File: src/rfe_defs.svh
// constants for the radio front end control block
// How it works
// transmit command sends the buffered packet with the configured modulation
// after transmit, back to rc standby on packet end or timeout
// output power is code minus 18 dBm, top step half a dB
// pa supply ramps over a programmable 2 to 20 us before sending
// tone test and alternating bits test transmit modes exist
// automatic gain active after reset until software disables it
// host writes manual_gain_enable bit7 and clears gain_control_auto_select bit0 for manual gain
// manual gain in bits 3:0 of manual_gain_level, values 1 to 13
// manual gain setting maps to attenuation below maximum per table
// receive command enters receive, timeout returns to rc standby
// strength value captured on packet reception, returned on status query
// low power receive at reset blocks the top three gain steps
// writing 3 to bits 7:6 of receive_sensitivity_select enables high sensitivity
// carrier is 52 MHz over 2^18 times the 24-bit word
// reset frequency word gives a 2.4 GHz carrier
// synth only mode on command, and passed through entering tx or rx
// timeout counter advances per base tick, expires at programmed count
`ifndef RFE_DEFS_SVH
`define RFE_DEFS_SVH
`define REG_SENS_SELECT     12'h891
`define REG_GAIN_AUTO       12'h895
`define REG_MAN_GAIN_LEVEL  12'h89E
`define REG_MAN_GAIN_EN     12'h89F
`define SENS_FIELD_HI       7
`define SENS_FIELD_LO       6
`define SENS_HIGH_VALUE     2'h3
`define AUTO_BIT            0
`define MAN_EN_BIT          7
`define GAIN_AUTO_RESET     8'h01
`define GAIN_LEVEL_RESET    8'h0D
`define FREQ_WORD_RESET     24'hB89D8A
`define POWER_OFFSET_DB     18
`define RAMP_MIN_US         2
`define RAMP_MAX_US         20
`define CLK_MHZ             50
`define RAMP_CYC_PER_US     `CLK_MHZ
`define SYNTH_LOCK_US       1
`define SYNTH_LOCK_CYC      (`SYNTH_LOCK_US * `CLK_MHZ)
`define GAIN_MAX_STEP       4'hD
`define GAIN_LP_TOP         4'hA
`endif

File: src/rfe_pkg.sv
// types shared by the radio front end control modules
`default_nettype none
package rfe_pkg;
  typedef enum logic [2:0] {
    ST_STANDBY = 3'b000,
    ST_SYNTH   = 3'b001,
    ST_RAMP    = 3'b010,
    ST_TX      = 3'b011,
    ST_RX      = 3'b100,
    ST_TONE    = 3'b101,
    ST_ALT     = 3'b110
  } mode_t;
  typedef enum logic [2:0] {
    CMD_NONE  = 3'h0,
    CMD_TX    = 3'h1,
    CMD_RX    = 3'h2,
    CMD_SYNTH = 3'h3,
    CMD_TONE  = 3'h4,
    CMD_ALT   = 3'h5,
    CMD_STOP  = 3'h6
  } cmd_t;
endpackage
`default_nettype wire

File: src/rfe_timer_if.sv
// interface between the mode sequencer and the timeout counter
`timescale 1ns/100ps
`default_nettype none
interface rfe_timer_if;
  logic        start;
  logic        stop;
  logic [15:0] count;
  logic        expired;
  modport ctrl (output start, output stop, output count, input expired);
  modport tmr  (input start, input stop, input count, output expired);
endinterface
`default_nettype wire

File: src/rfe_ctrl.sv
// radio front end control: mode sequencer, registers, gain and tx settings
`timescale 1ns/100ps
`include "rfe_defs.svh"
`default_nettype none
module rfe_ctrl #(
  parameter int TICK_DIV_W = 16
) (
  input  wire logic          clk_sys,
  input  wire logic          nrst,
  input  wire rfe_pkg::cmd_t cmd,
  input  wire logic          cmd_valid,
  input  wire logic [15:0]   timeout_tick_count,
  input  wire logic [15:0]   timeout_tick_base,
  input  wire logic [4:0]    output_power_level,
  input  wire logic [4:0]    pa_ramp_duration,
  input  wire logic          power_ramp_valid,
  input  wire logic [23:0]   carrier_frequency_word,
  input  wire logic          carrier_valid,
  input  wire logic          packet_status_query,
  input  wire logic          reg_wr,
  input  wire logic          reg_rd,
  input  wire logic [11:0]   reg_addr,
  input  wire logic [7:0]    reg_wdata,
  output logic [7:0]         reg_rdata,
  input  wire logic          pkt_done_async,
  input  wire logic          pkt_rx_async,
  input  wire logic [7:0]    received_strength_value_in,
  input  wire logic [3:0]    agc_gain,
  output logic [7:0]         received_strength_value,
  output logic               busy,
  output rfe_pkg::mode_t     mode,
  output logic               standby_rc_oscillator,
  output logic               synth_only_mode,
  output logic               pa_enable,
  output logic [7:0]         pa_ramp_level,
  output logic               tx_packet,
  output logic               tx_tone,
  output logic               tx_alt_bits,
  output logic               rx_enable,
  output logic [5:0]         tx_power_code,
  output logic [23:0]        synth_word,
  output logic [3:0]         fe_gain,
  output logic [5:0]         gain_atten_db,
  output logic               high_sens
);
  import rfe_pkg::*;

  //////////////////////////////////////////////////////////////////////////////
  // pin synchronisers
  logic [1:0] done_sy_r;
  logic [1:0] rx_sy_r;
  logic       done_d_r;
  logic       rx_d_r;
  logic       pkt_done;
  logic       pkt_rx;

  always_ff @(posedge clk_sys or negedge nrst) begin
    if (!nrst) begin
      done_sy_r <= 2'h0;
      rx_sy_r   <= 2'h0;
      done_d_r  <= 1'b0;
      rx_d_r    <= 1'b0;
    end else begin
      done_sy_r <= {done_sy_r[0], pkt_done_async};
      rx_sy_r   <= {rx_sy_r[0], pkt_rx_async};
      done_d_r  <= done_sy_r[1];
      rx_d_r    <= rx_sy_r[1];
    end
  end
  assign pkt_done = done_sy_r[1] & ~done_d_r;
  assign pkt_rx   = rx_sy_r[1] & ~rx_d_r;

  //////////////////////////////////////////////////////////////////////////////
  // registers
  logic [7:0] sens_r, sens_nxt;
  logic [7:0] auto_r, auto_nxt;
  logic [7:0] lvl_r, lvl_nxt;
  logic [7:0] men_r, men_nxt;

  always_comb begin
    sens_nxt = sens_r;
    auto_nxt = auto_r;
    lvl_nxt  = lvl_r;
    men_nxt  = men_r;
    if (reg_wr) begin
      case (reg_addr)
        `REG_SENS_SELECT:    sens_nxt = reg_wdata;
        `REG_GAIN_AUTO:      auto_nxt = reg_wdata;
        `REG_MAN_GAIN_LEVEL: lvl_nxt  = reg_wdata;
        `REG_MAN_GAIN_EN:    men_nxt  = reg_wdata;
        default: begin
        end
      endcase
    end
  end

  always_ff @(posedge clk_sys or negedge nrst) begin
    if (!nrst) begin
      sens_r <= 8'h00;
      auto_r <= `GAIN_AUTO_RESET;
      lvl_r  <= `GAIN_LEVEL_RESET;
      men_r  <= 8'h00;
    end else begin
      sens_r <= sens_nxt;
      auto_r <= auto_nxt;
      lvl_r  <= lvl_nxt;
      men_r  <= men_nxt;
    end
  end

  logic [7:0] rdata_r, rdata_nxt;
  always_comb begin
    rdata_nxt = rdata_r;
    if (reg_rd) begin
      case (reg_addr)
        `REG_SENS_SELECT:    rdata_nxt = sens_r;
        `REG_GAIN_AUTO:      rdata_nxt = auto_r;
        `REG_MAN_GAIN_LEVEL: rdata_nxt = lvl_r;
        `REG_MAN_GAIN_EN:    rdata_nxt = men_r;
        default:             rdata_nxt = 8'h00;
      endcase
    end
  end
  always_ff @(posedge clk_sys or negedge nrst) begin
    if (!nrst) begin
      rdata_r <= 8'h00;
    end else begin
      rdata_r <= rdata_nxt;
    end
  end
  assign reg_rdata = rdata_r;

  //////////////////////////////////////////////////////////////////////////////
  // gain selection
  logic       hs;
  logic       manual;
  logic [3:0] g_raw;
  logic [3:0] g_sel;
  logic [5:0] atten;

  assign hs     = (sens_r[`SENS_FIELD_HI:`SENS_FIELD_LO] == `SENS_HIGH_VALUE);
  assign manual = men_r[`MAN_EN_BIT] & ~auto_r[`AUTO_BIT];
  assign g_raw  = manual ? lvl_r[3:0] : agc_gain;

  always_comb begin
    g_sel = g_raw;
    if (g_sel == 4'h0) begin
      g_sel = 4'h1;
    end else if (g_sel > `GAIN_MAX_STEP) begin
      g_sel = `GAIN_MAX_STEP;
    end
    // low power keeps the three top steps out of reach
    if (!hs && g_sel > `GAIN_LP_TOP) begin
      g_sel = `GAIN_LP_TOP;
    end
  end

  always_comb begin
    atten = 6'h00;
    if (g_sel >= 4'h9) begin
      atten = 6'((4'hD - g_sel) * 2);
    end else if (g_sel == 4'h8) begin
      atten = 6'h0C;
    end else begin
      atten = 6'(6'h12 + (4'h7 - g_sel) * 6);
    end
  end

  logic [3:0] gain_r;
  logic [5:0] att_r;
  always_ff @(posedge clk_sys or negedge nrst) begin
    if (!nrst) begin
      gain_r <= 4'h0;
      att_r  <= 6'h00;
    end else begin
      gain_r <= g_sel;
      att_r  <= atten;
    end
  end
  assign fe_gain       = gain_r;
  assign gain_atten_db = att_r;
  assign high_sens     = hs;

  //////////////////////////////////////////////////////////////////////////////
  // tx settings, carrier word, strength capture
  logic [5:0]  pwr_r, pwr_nxt;
  logic [4:0]  ramp_r, ramp_nxt;
  logic [23:0] freq_r, freq_nxt;
  logic [7:0]  received_strength_value_r, received_strength_value_nxt;
  logic [7:0]  rsv_r, rsv_nxt;

  always_comb begin
    pwr_nxt  = pwr_r;
    ramp_nxt = ramp_r;
    freq_nxt = freq_r;
    received_strength_value_nxt = received_strength_value_r;
    rsv_nxt  = rsv_r;
    if (power_ramp_valid) begin
      // code 31 is the final half step to the top level
      pwr_nxt = {1'b0, output_power_level};
      if (pa_ramp_duration < 5'(`RAMP_MIN_US)) begin
        ramp_nxt = 5'(`RAMP_MIN_US);
      end else if (pa_ramp_duration > 5'(`RAMP_MAX_US)) begin
        ramp_nxt = 5'(`RAMP_MAX_US);
      end else begin
        ramp_nxt = pa_ramp_duration;
      end
    end
    if (carrier_valid) begin
      freq_nxt = carrier_frequency_word;
    end
    if (pkt_rx) begin
      received_strength_value_nxt = received_strength_value_in;
    end
    if (packet_status_query) begin
      rsv_nxt = received_strength_value_r;
    end
  end

  always_ff @(posedge clk_sys or negedge nrst) begin
    if (!nrst) begin
      pwr_r  <= 6'h00;
      ramp_r <= 5'(`RAMP_MIN_US);
      freq_r <= `FREQ_WORD_RESET;
      received_strength_value_r <= 8'h00;
      rsv_r  <= 8'h00;
    end else begin
      pwr_r  <= pwr_nxt;
      ramp_r <= ramp_nxt;
      freq_r <= freq_nxt;
      received_strength_value_r <= received_strength_value_nxt;
      rsv_r  <= rsv_nxt;
    end
  end
  assign tx_power_code           = pwr_r;
  assign synth_word              = freq_r;
  assign received_strength_value = rsv_r;

  //////////////////////////////////////////////////////////////////////////////
  // tick divider
  logic [TICK_DIV_W-1:0] div_r, div_nxt;
  logic                  tick;
  always_comb begin
    div_nxt = div_r + 1'b1;
    if (div_r >= timeout_tick_base) begin
      div_nxt = '0;
    end
  end
  assign tick = (div_r >= timeout_tick_base);
  always_ff @(posedge clk_sys or negedge nrst) begin
    if (!nrst) begin
      div_r <= '0;
    end else begin
      div_r <= div_nxt;
    end
  end

  rfe_timer_if tif ();
  rfe_timeout #(.CW(16)) u_tmo (
    .clk_sys (clk_sys),
    .nrst    (nrst),
    .tick    (tick),
    .tif     (tif)
  );

  //////////////////////////////////////////////////////////////////////////////
  // mode sequencer
  mode_t       st_r, st_nxt;
  mode_t       tgt_r, tgt_nxt;
  logic [15:0] cyc_r, cyc_nxt;
  logic [4:0]  us_r, us_nxt;
  logic        start_c;

  always_comb begin
    st_nxt  = st_r;
    tgt_nxt = tgt_r;
    cyc_nxt = cyc_r;
    us_nxt  = us_r;
    start_c = 1'b0;
    case (st_r)
      ST_STANDBY: begin
        if (cmd_valid) begin
          cyc_nxt = 16'h0000;
          case (cmd)
            CMD_TX: begin
              tgt_nxt = ST_RAMP;
              st_nxt  = ST_SYNTH;
              start_c = 1'b1;
            end
            CMD_RX: begin
              tgt_nxt = ST_RX;
              st_nxt  = ST_SYNTH;
              start_c = 1'b1;
            end
            CMD_TONE: begin
              tgt_nxt = ST_TONE;
              st_nxt  = ST_SYNTH;
            end
            CMD_ALT: begin
              tgt_nxt = ST_ALT;
              st_nxt  = ST_SYNTH;
            end
            CMD_SYNTH: begin
              tgt_nxt = ST_SYNTH;
              st_nxt  = ST_SYNTH;
            end
            default: begin
            end
          endcase
        end
      end
      ST_SYNTH: begin
        if (cyc_r < 16'(`SYNTH_LOCK_CYC)) begin
          cyc_nxt = cyc_r + 1'b1;
        end else if (tgt_r != ST_SYNTH) begin
          st_nxt  = tgt_r;
          cyc_nxt = 16'h0000;
          us_nxt  = 5'h00;
        end
      end
      ST_RAMP: begin
        if (cyc_r == 16'(`RAMP_CYC_PER_US - 1)) begin
          cyc_nxt = 16'h0000;
          us_nxt  = us_r + 1'b1;
          if (us_nxt >= ramp_r) begin
            st_nxt = ST_TX;
          end
        end else begin
          cyc_nxt = cyc_r + 1'b1;
        end
      end
      ST_TX: begin
        if (pkt_done) begin
          st_nxt = ST_STANDBY;
        end
      end
      ST_RX: begin
      end
      ST_TONE, ST_ALT: begin
      end
      default: begin
        st_nxt = ST_STANDBY;
      end
    endcase
    // timeout reaches every timed state, including synth and ramp on the way
    if (tif.expired && (tgt_r == ST_RAMP || tgt_r == ST_RX) && st_r != ST_STANDBY) begin
      st_nxt = ST_STANDBY;
    end
    if (cmd_valid && cmd == CMD_STOP) begin
      st_nxt = ST_STANDBY;
    end
  end

  always_ff @(posedge clk_sys or negedge nrst) begin
    if (!nrst) begin
      st_r  <= ST_STANDBY;
      tgt_r <= ST_STANDBY;
      cyc_r <= 16'h0000;
      us_r  <= 5'h00;
    end else begin
      st_r  <= st_nxt;
      tgt_r <= tgt_nxt;
      cyc_r <= cyc_nxt;
      us_r  <= us_nxt;
    end
  end

  assign tif.start = start_c;
  assign tif.stop  = (st_nxt == ST_STANDBY) && (st_r != ST_STANDBY);
  assign tif.count = timeout_tick_count;

  logic [7:0] rl_r;
  always_ff @(posedge clk_sys or negedge nrst) begin
    if (!nrst) begin
      rl_r <= 8'h00;
    end else if (st_r == ST_RAMP) begin
      // widen before the product, an 8 bit product wraps for long ramps
      rl_r <= 8'((16'(us_r) * 16'h00FF) / 16'((ramp_r == 5'h00) ? 5'h01 : ramp_r));
    end else if (st_r == ST_TX || st_r == ST_TONE || st_r == ST_ALT) begin
      rl_r <= 8'hFF;
    end else begin
      rl_r <= 8'h00;
    end
  end

  assign mode                  = st_r;
  assign busy                  = (st_r == ST_SYNTH) || (st_r == ST_RAMP);
  assign standby_rc_oscillator = (st_r == ST_STANDBY);
  assign synth_only_mode       = (st_r == ST_SYNTH);
  assign pa_enable             = (st_r == ST_RAMP) || (st_r == ST_TX) ||
                                 (st_r == ST_TONE) || (st_r == ST_ALT);
  assign pa_ramp_level         = rl_r;
  assign tx_packet             = (st_r == ST_TX);
  assign tx_tone               = (st_r == ST_TONE);
  assign tx_alt_bits           = (st_r == ST_ALT);
  assign rx_enable             = (st_r == ST_RX);
endmodule
`default_nettype wire

File: src/rfe_timeout.sv
// timeout counter advancing once per tick enable
`timescale 1ns/100ps
`default_nettype none
module rfe_timeout #(
  parameter int CW = 16
) (
  input  wire logic clk_sys,
  input  wire logic nrst,
  input  wire logic tick,
  rfe_timer_if.tmr  tif
);
  logic          run_r;
  logic          run_nxt;
  logic [CW-1:0] cnt_r;
  logic [CW-1:0] cnt_nxt;
  logic          exp_r;
  logic          exp_nxt;

  always_comb begin
    run_nxt = run_r;
    cnt_nxt = cnt_r;
    exp_nxt = 1'b0;
    if (tif.stop) begin
      run_nxt = 1'b0;
    end else if (tif.start) begin
      // a count of zero means no timeout
      run_nxt = (tif.count != '0);
      cnt_nxt = '0;
    end else if (run_r && tick) begin
      cnt_nxt = cnt_r + 1'b1;
      if (cnt_nxt == tif.count) begin
        exp_nxt = 1'b1;
        run_nxt = 1'b0;
      end
    end
  end

  always_ff @(posedge clk_sys or negedge nrst) begin
    if (!nrst) begin
      run_r <= 1'b0;
      cnt_r <= '0;
      exp_r <= 1'b0;
    end else begin
      run_r <= run_nxt;
      cnt_r <= cnt_nxt;
      exp_r <= exp_nxt;
    end
  end

  assign tif.expired = exp_r;
endmodule
`default_nettype wire

File: config.mk
export PLATFORM = sky130hd
export DESIGN_NAME = rfe_ctrl
export DESIGN_NICKNAME = d
export VERILOG_FILES = /design/src/rfe_pkg.sv /design/src/rfe_timer_if.sv /design/src/rfe_ctrl.sv /design/src/rfe_timeout.sv
export VERILOG_INCLUDE_DIRS = /design/src
export SDC_FILE = /design/constraint.sdc
export NUM_CORES = 1
export LEC_CHECK = 0
export ABC_AREA = 1
export BUFFER_PORTS_ARGS = -buffer_cell sky130_fd_sc_hd__buf_2
export CORE_MARGIN = 2
export CORE_UTILIZATION = 40
export CTS_CLUSTER_SIZE = 10
export DETAILED_ROUTE_END_ITERATION = 6
export PLACE_DENSITY = 0.63
export SYNTH_ARGS = -nofsm -noshare
export SYNTH_HDL_FRONTEND = slang
export SYNTH_SLANG_ARGS = --single-unit
File: constraint.sdc
create_clock -name clk_sys -period 50.6 [get_ports clk_sys]
set_clock_uncertainty 0.15 [all_clocks]
set_input_delay 10.12 -clock clk_sys [delete_from_list [all_inputs] [get_ports clk_sys]]
set_output_delay 10.12 -clock clk_sys [all_outputs]
set_load 0.05 [all_outputs]
==> Word level (Yosys, flattened, before mapping) <==
Index checks and enable logic that the tools add are counted.
W data, S select, Z words.
{ "totals": {"register_bits": 175, "latchBits": 0, "mem_bits_rw": 0, "rom_bits": 0, "output_inout_bits": 76, "memories": 0} }
{ "op_classes": {"n_addsub": 7, "n_mul": 2, "div_mod_pow": 1, "order_cmp": 8, "n_eq_ne": 28, "shift": 0, "n_mux": 46, "bitwise_logic": 7, "n_reduce_logical": 38} }
{ "op_table": {"columns": ["op", "count"], "rows": [
  ["$mux W16", 7],
  ["$add A16 B1 Y16 const B", 3],
  ["$eq A12 B12 Y1 const B", 4],
  ["$pmux W16 S3", 1],
  ["$mul A32 B2 Y5 const B", 1],
  ["$pmux W8 S4", 1],
  ["$mux W5", 6],
  ["$pmux W3 S5", 2],
  ["$mux W3", 9],
  ["$eq A3 B3 Y1 const B", 7],
  ["$div A13 B16 Y16", 1],
  ["$eq A16 B16 Y1", 1],
  ["$eq A16 B6 Y1 const B", 1],
  ["$ge A16 B16 Y1", 1],
  ["$lt A16 B6 Y1 const B", 1],
  ["$mux W4", 4],
  ["$mux W8", 2],
  ["$reduce_bool A16 Y1", 1],
  ["$eq A3 B2 Y1 const B", 5],
  ["$mul A5 B8 Y13 const B", 1],
  ["$mux W6", 2],
  ["$reduce_and A2 Y1", 6],
  ["$reduce_bool A3 Y1", 4],
  ["$mux W1", 11],
  ["31 further kinds", 55]
]} }

==> Logic depth before layout (Yosys ltp) <==
{ "logic_depth": {"depth_word": 14, "depth_mapped": 177, "depth_no_buf": 173} }

==> Hierarchy <==
A second synthesis with hierarchy kept.
{ "hier_totals": {"hier_cells": 2009, "hier_area_um2": 14830.5} }
{ "by_module_without_submodules": {"columns": ["mod", "n_inst", "cells_each", "area_per_inst_um2", "seq_area_each_um2"], "rows": [
  ["rfe_ctrl", 1, 1753, 13265.2, 3925.0],
  ["rfe_timeout", 1, 256, 1565.3, 450.4]
]} }

==> Worst setup path before layout <==
No wires, ideal clock.
{ "synth_timing": {"path_type": "register to register", "startpoint": "register us_r[3]", "endpoint": "register rl_r[0], in the netlist pa_ramp_level[0]", "t_arrival_ns": 23.221, "t_required_ns": 50.313, "path_slack_ns": 27.092, "stages_incl_launch_ff": 166, "path_buffers": 4, "cell_sequence": "dfrtp_1 -> fa_1 -> fa_1 -> fa_1 -> ha_1 -> a21o_1 -> a31oi_1 -> nand2_1 -> nand2_1 -> nand3_1 -> nand2_1 -> inv_1 -> ha_1 -> nand4_1 -> nand3_1 -> nand2_2 -> or2_2 -> nand2_1 -> (+130 left out) -> nand3_1 -> nor2_2 -> nand2_2 -> inv_2 -> nand2_1 -> o21ai_0 -> ha_1 -> a21boi_0 -> o211ai_1 -> nand2_1 -> o21ai_0 -> nand4_1 -> nor3_1 -> nand2_1 -> nor2_1 -> nand3_1 -> nor2_1 -> nor2_1"} }
{ "synth_between": {"elab_chain_len": 3} }
{ "synth_lines": {"columns": ["item", "line", "text"], "rows": [
  ["from (decl)", "rfe_ctrl.sv:271", "logic [4:0] us_r, us_nxt;"],
  ["from (signal assigned)", "rfe_ctrl.sv:364", "us_r <= us_nxt;"],
  ["$mul A5 B8 Y13", "rfe_ctrl.sv:378", "rl_r <= 8'((16'(us_r) * 16'h00FF) / 16'((ramp_r == 5'h00) ? 5'h01 : ramp_r));"],
  ["$div A13 B16 Y16", "rfe_ctrl.sv:378", null],
  ["$mux W8", "rfe_ctrl.sv:376", "end else if (st_r == ST_RAMP) begin"],
  ["to (signal assigned)", "rfe_ctrl.sv:378", null],
  ["to (decl)", "rfe_ctrl.sv:372", "logic [7:0] rl_r;"]
]} }
Every way passes these cells.
A chain may end at the register's enable or synchronous reset.

==> Worst setup path in the final report <==
Same ends and word-level chain as after synthesis.

==> reports/summary.md <==
The run finished with clean final reports. STA classifies the critical path endpoint as a register. The sum of net half-perimeters after detailed placement was 26.7 mm; the post-route minimum period was 26760 ps.

Type of the most critical hold path: register to register. Registers take 0.00438 mm². In the final routed layout, each cell accounts on average for 13.3 µm. Relative to the synthesized area, the layout overhead comes to 14.0%. For this design the top-level I/O count stands at 187.

The most used flip-flop cell after synthesis is dfrtp_1. Port buffering added 184 buffers. The worst register-to-register path ends at pa_ramp_level[0]$_DFF_PN0_. The clock insertion delay at the later pin of the skew report was 440 ps; the antenna violation net count after detailed routing was 0. The die width was 194 µm. Fraction of post-synthesis cell area in the top cell type by area: 0.271.

Row generation in the floorplan step produced 69 rows. The layer with the highest usage after global routing is met2. TritonCTS built the clock tree. By area the synthesized netlist is led by dfrtp_1, ha_1, nand2_1, inv_1, o21ai_0. The sink count of the clock tree was 174; the largest net degree at the start of global routing was 100. The Yosys step of the flow raised 0 warnings. Synthesis inferred 174 register bits. The number of antenna violations at the first check in global routing was 6; the final wirelength was 34.4 mm. Setup repair after global routing left no endpoint under its margin. TritonCTS created 17 clock buffers. The tools report the netlist area before placement as 0.0145 mm². The initial standard-cell utilization of the core is 0.407.

The layout has 3529 filler cells. For the worst flop-to-flop path, the logic depth is 160. Largest fanout on the critical path: 14. The share of post-route cells with drive strength above 1 is 0.185.

The die outline area is 0.0378 mm². The worst setup path category is register to register. At the worst endpoint, the required time is 50770 ps.

The detailed router placed 12885 vias in this run. Buffers added to address setup during post-CTS repair amount to 0. The cell sitting at the root of the clock tree is a clkbuf_16. The worst hold path was traced through 0 stages.

The logs give 23840 ps for the setup slack of the most critical reg-to-reg path and 0 for the final number of hold-violating endpoints. The fraction of met3 tracks used by global routing came out at 0.0382. Setup violations remaining at the end of the flow were counted as 0. The core outline area was 0.0357 mm². The most frequent cell after synthesis was nand2_1.

Register area share after synthesis: 0.302. The library cell occupying the most area in the post-synthesis netlist is dfrtp_1. Max-cap violations in this run came to 0. The tools report the number of levels in the clock H-tree as 4. For the pin with the worst max-slew slack, the measured transition is 993 ps. The total track usage is 0.186, and the detailed-router iteration count before antenna repair is 5. By instance count, the cell type seen most on the critical path is nand2_1. The master of the slowest instance on the critical path was fa_1.

Each instance of the synthesized netlist takes up on average 7.54 µm². The worst setup path is launched from a register. In the routed design, unresolved DRC markers number 0. From bottom edge to top edge, the die measures 194 µm. For the final routed database, the setup TNS stands at 0 ps. The number of distinct library cells after synthesis was 67.

The share of flip-flops with an asynchronous set or reset after synthesis was 1.00. The worst max-slew margin expressed relative to the limit was 0.338; the post-route core utilization was 0.463. For hold timing, the worst endpoint is done_sy_r[1]$_DFF_PN0_. The logs give 12771 for the via count of the first global-routing pass and 2359 for the count of nets after finishing.

The clock passes through at most 2 buffers. The highest achievable clock rate came out at 37.4 MHz. The met2 routing resource usage after global routing is 0.313. Global routing finished with a remaining overflow of 0.

The synthesized instance count came out at 1923. The critical register-to-register path startpoint is us_r[3]$_DFFE_PN0P_. The largest single stage delay on the critical path is 640 ps. Clock-pin slew was measured on the worst setup and hold paths at 70 ps. The footprint of the multi-input gates was 0.00883 mm²; the final cycle utilization of the critical path was 0.529. The max-slew violation total from the final report came out at 0. Counting instances in the post-synthesis netlist gives the leading cell types as nand2_1, inv_1, dfrtp_1.

STA puts the critical path data arrival time at 26930 ps. Using the TritonRoute via totals, the vias-per-cell ratio works out to 4.98. The logs give 0.241 for the met1 layer usage reported by global route and 59.0 mm for the first-pass GRT wire length. After clock tree synthesis, the flow added hold-fix buffers numbering 0.

In this run, the number of DRC markers left after iteration 0 of detailed routing was 619. The worst hold path begins at done_sy_r[0]$_DFF_PN0_. At the end of routability-driven placement, the weighted congestion stood at 0.890. For the number of instances resized during post-cts repair, the log shows 0. In this run, synthesis inferred 0 flip-flops with an integrated enable.
worst max-delay path by stage:
stage                             start                    endpoint  slack, ps  cells past startpoint
finish              us_r[3]$_DFFE_PN0P_  pa_ramp_level[0]$_DFF_PN0_      23840                    160
global route        us_r[3]$_DFFE_PN0P_  pa_ramp_level[0]$_DFF_PN0_      21110                    160
CTS                 us_r[3]$_DFFE_PN0P_  pa_ramp_level[0]$_DFF_PN0_      23960                    160
detailed placement  us_r[3]$_DFFE_PN0P_  pa_ramp_level[0]$_DFF_PN0_      24000                    160
global placement    us_r[2]$_DFFE_PN0P_  pa_ramp_level[0]$_DFF_PN0_      25150                    160
floorplan           us_r[3]$_DFFE_PN0P_  pa_ramp_level[0]$_DFF_PN0_      27090                    165
layout by cell type (no fill, tap or decap), types with 11 or more instances in the layout:
master     count
nand2_1      404
inv_1        289
buf_2        183
dfrtp_1      157
nor2_1       142
ha_1         125
o21ai_0      122
nand3_1       99
a21oi_1       72
xor2_1        61
mux2_2        40
nand4_1       33
xnor2_1       28
o22ai_1       28
nor3_1        27
nand2_2       26
inv_2         23
dfstp_2       17
clkbuf_16     17
o21ai_1       14
nor3b_1       14
nor2_2        13
o21bai_1      12
fa_1          12
a21o_1        11
logic make-up after synthesis:
| group | synth area share |
|---|---|
| other | 0.000259 |
| XOR/XNOR | 0.0549 |
| AO/OA/AOI/OAI | 0.131 |
| flip-flops | 0.302 |
| AND/OR/NAND/NOR | 0.265 |
| buffers and inverters | 0.0906 |
| adder cells (fa/ha/maj) | 0.124 |
| multiplexers | 0.0311 |
per-stage QoR:
stage / worst slack (ps) / instances / instance area, µm² / hold slack, ps
after floorplan: 27090 / 1927 / 14500 / 181
after global placement: 25150 / 2553 / 15900 / 194
after detailed placement: 24000 / 2553 / 15900 / 200
after CTS: 23960 / 2585 / 16500 / 216
after global routing: 21110 / 2586 / 16500 / 235
final: 23840 / 2587 / 16500 / 215
flip-flops by register name (all words and copies together), names as in the netlist, 16 cells and up:
signal       count
u_tmo.cnt_r     16
div_r           16
cyc_r           16
synth_word      24
cell type report:
type,instances,area share
clock buffers,18,0.0266
multi-input cells,1411,0.534
diodes,2,0.000303
repair buffers,190,0.0588
inverters,317,0.0721
well taps,461,0.0349
clock inverters,14,0.00833
flip-flops and latches,174,0.265
critical path: cells and delay by family, from the launching register on:
kind / cells / cell delay (ps)
AOI/OAI and AO/OA: 47 / 8440
adders and majority gates: 17 / 6120
buffers and inverters: 23 / 2360
DFF: 1 / 470
and+or+nand+nor: 73 / 9090
layer usage:
metal  share of wire  up-vias
li1                -     6683
met1            0.47     5885
met2            0.47      256
met3           0.046       53
met4           0.017        8
met5          0.0013        -
Power is left out: the tool's default activity adds up to more than one toggle a clock period on the data nets, which glitch-free logic cannot reach.
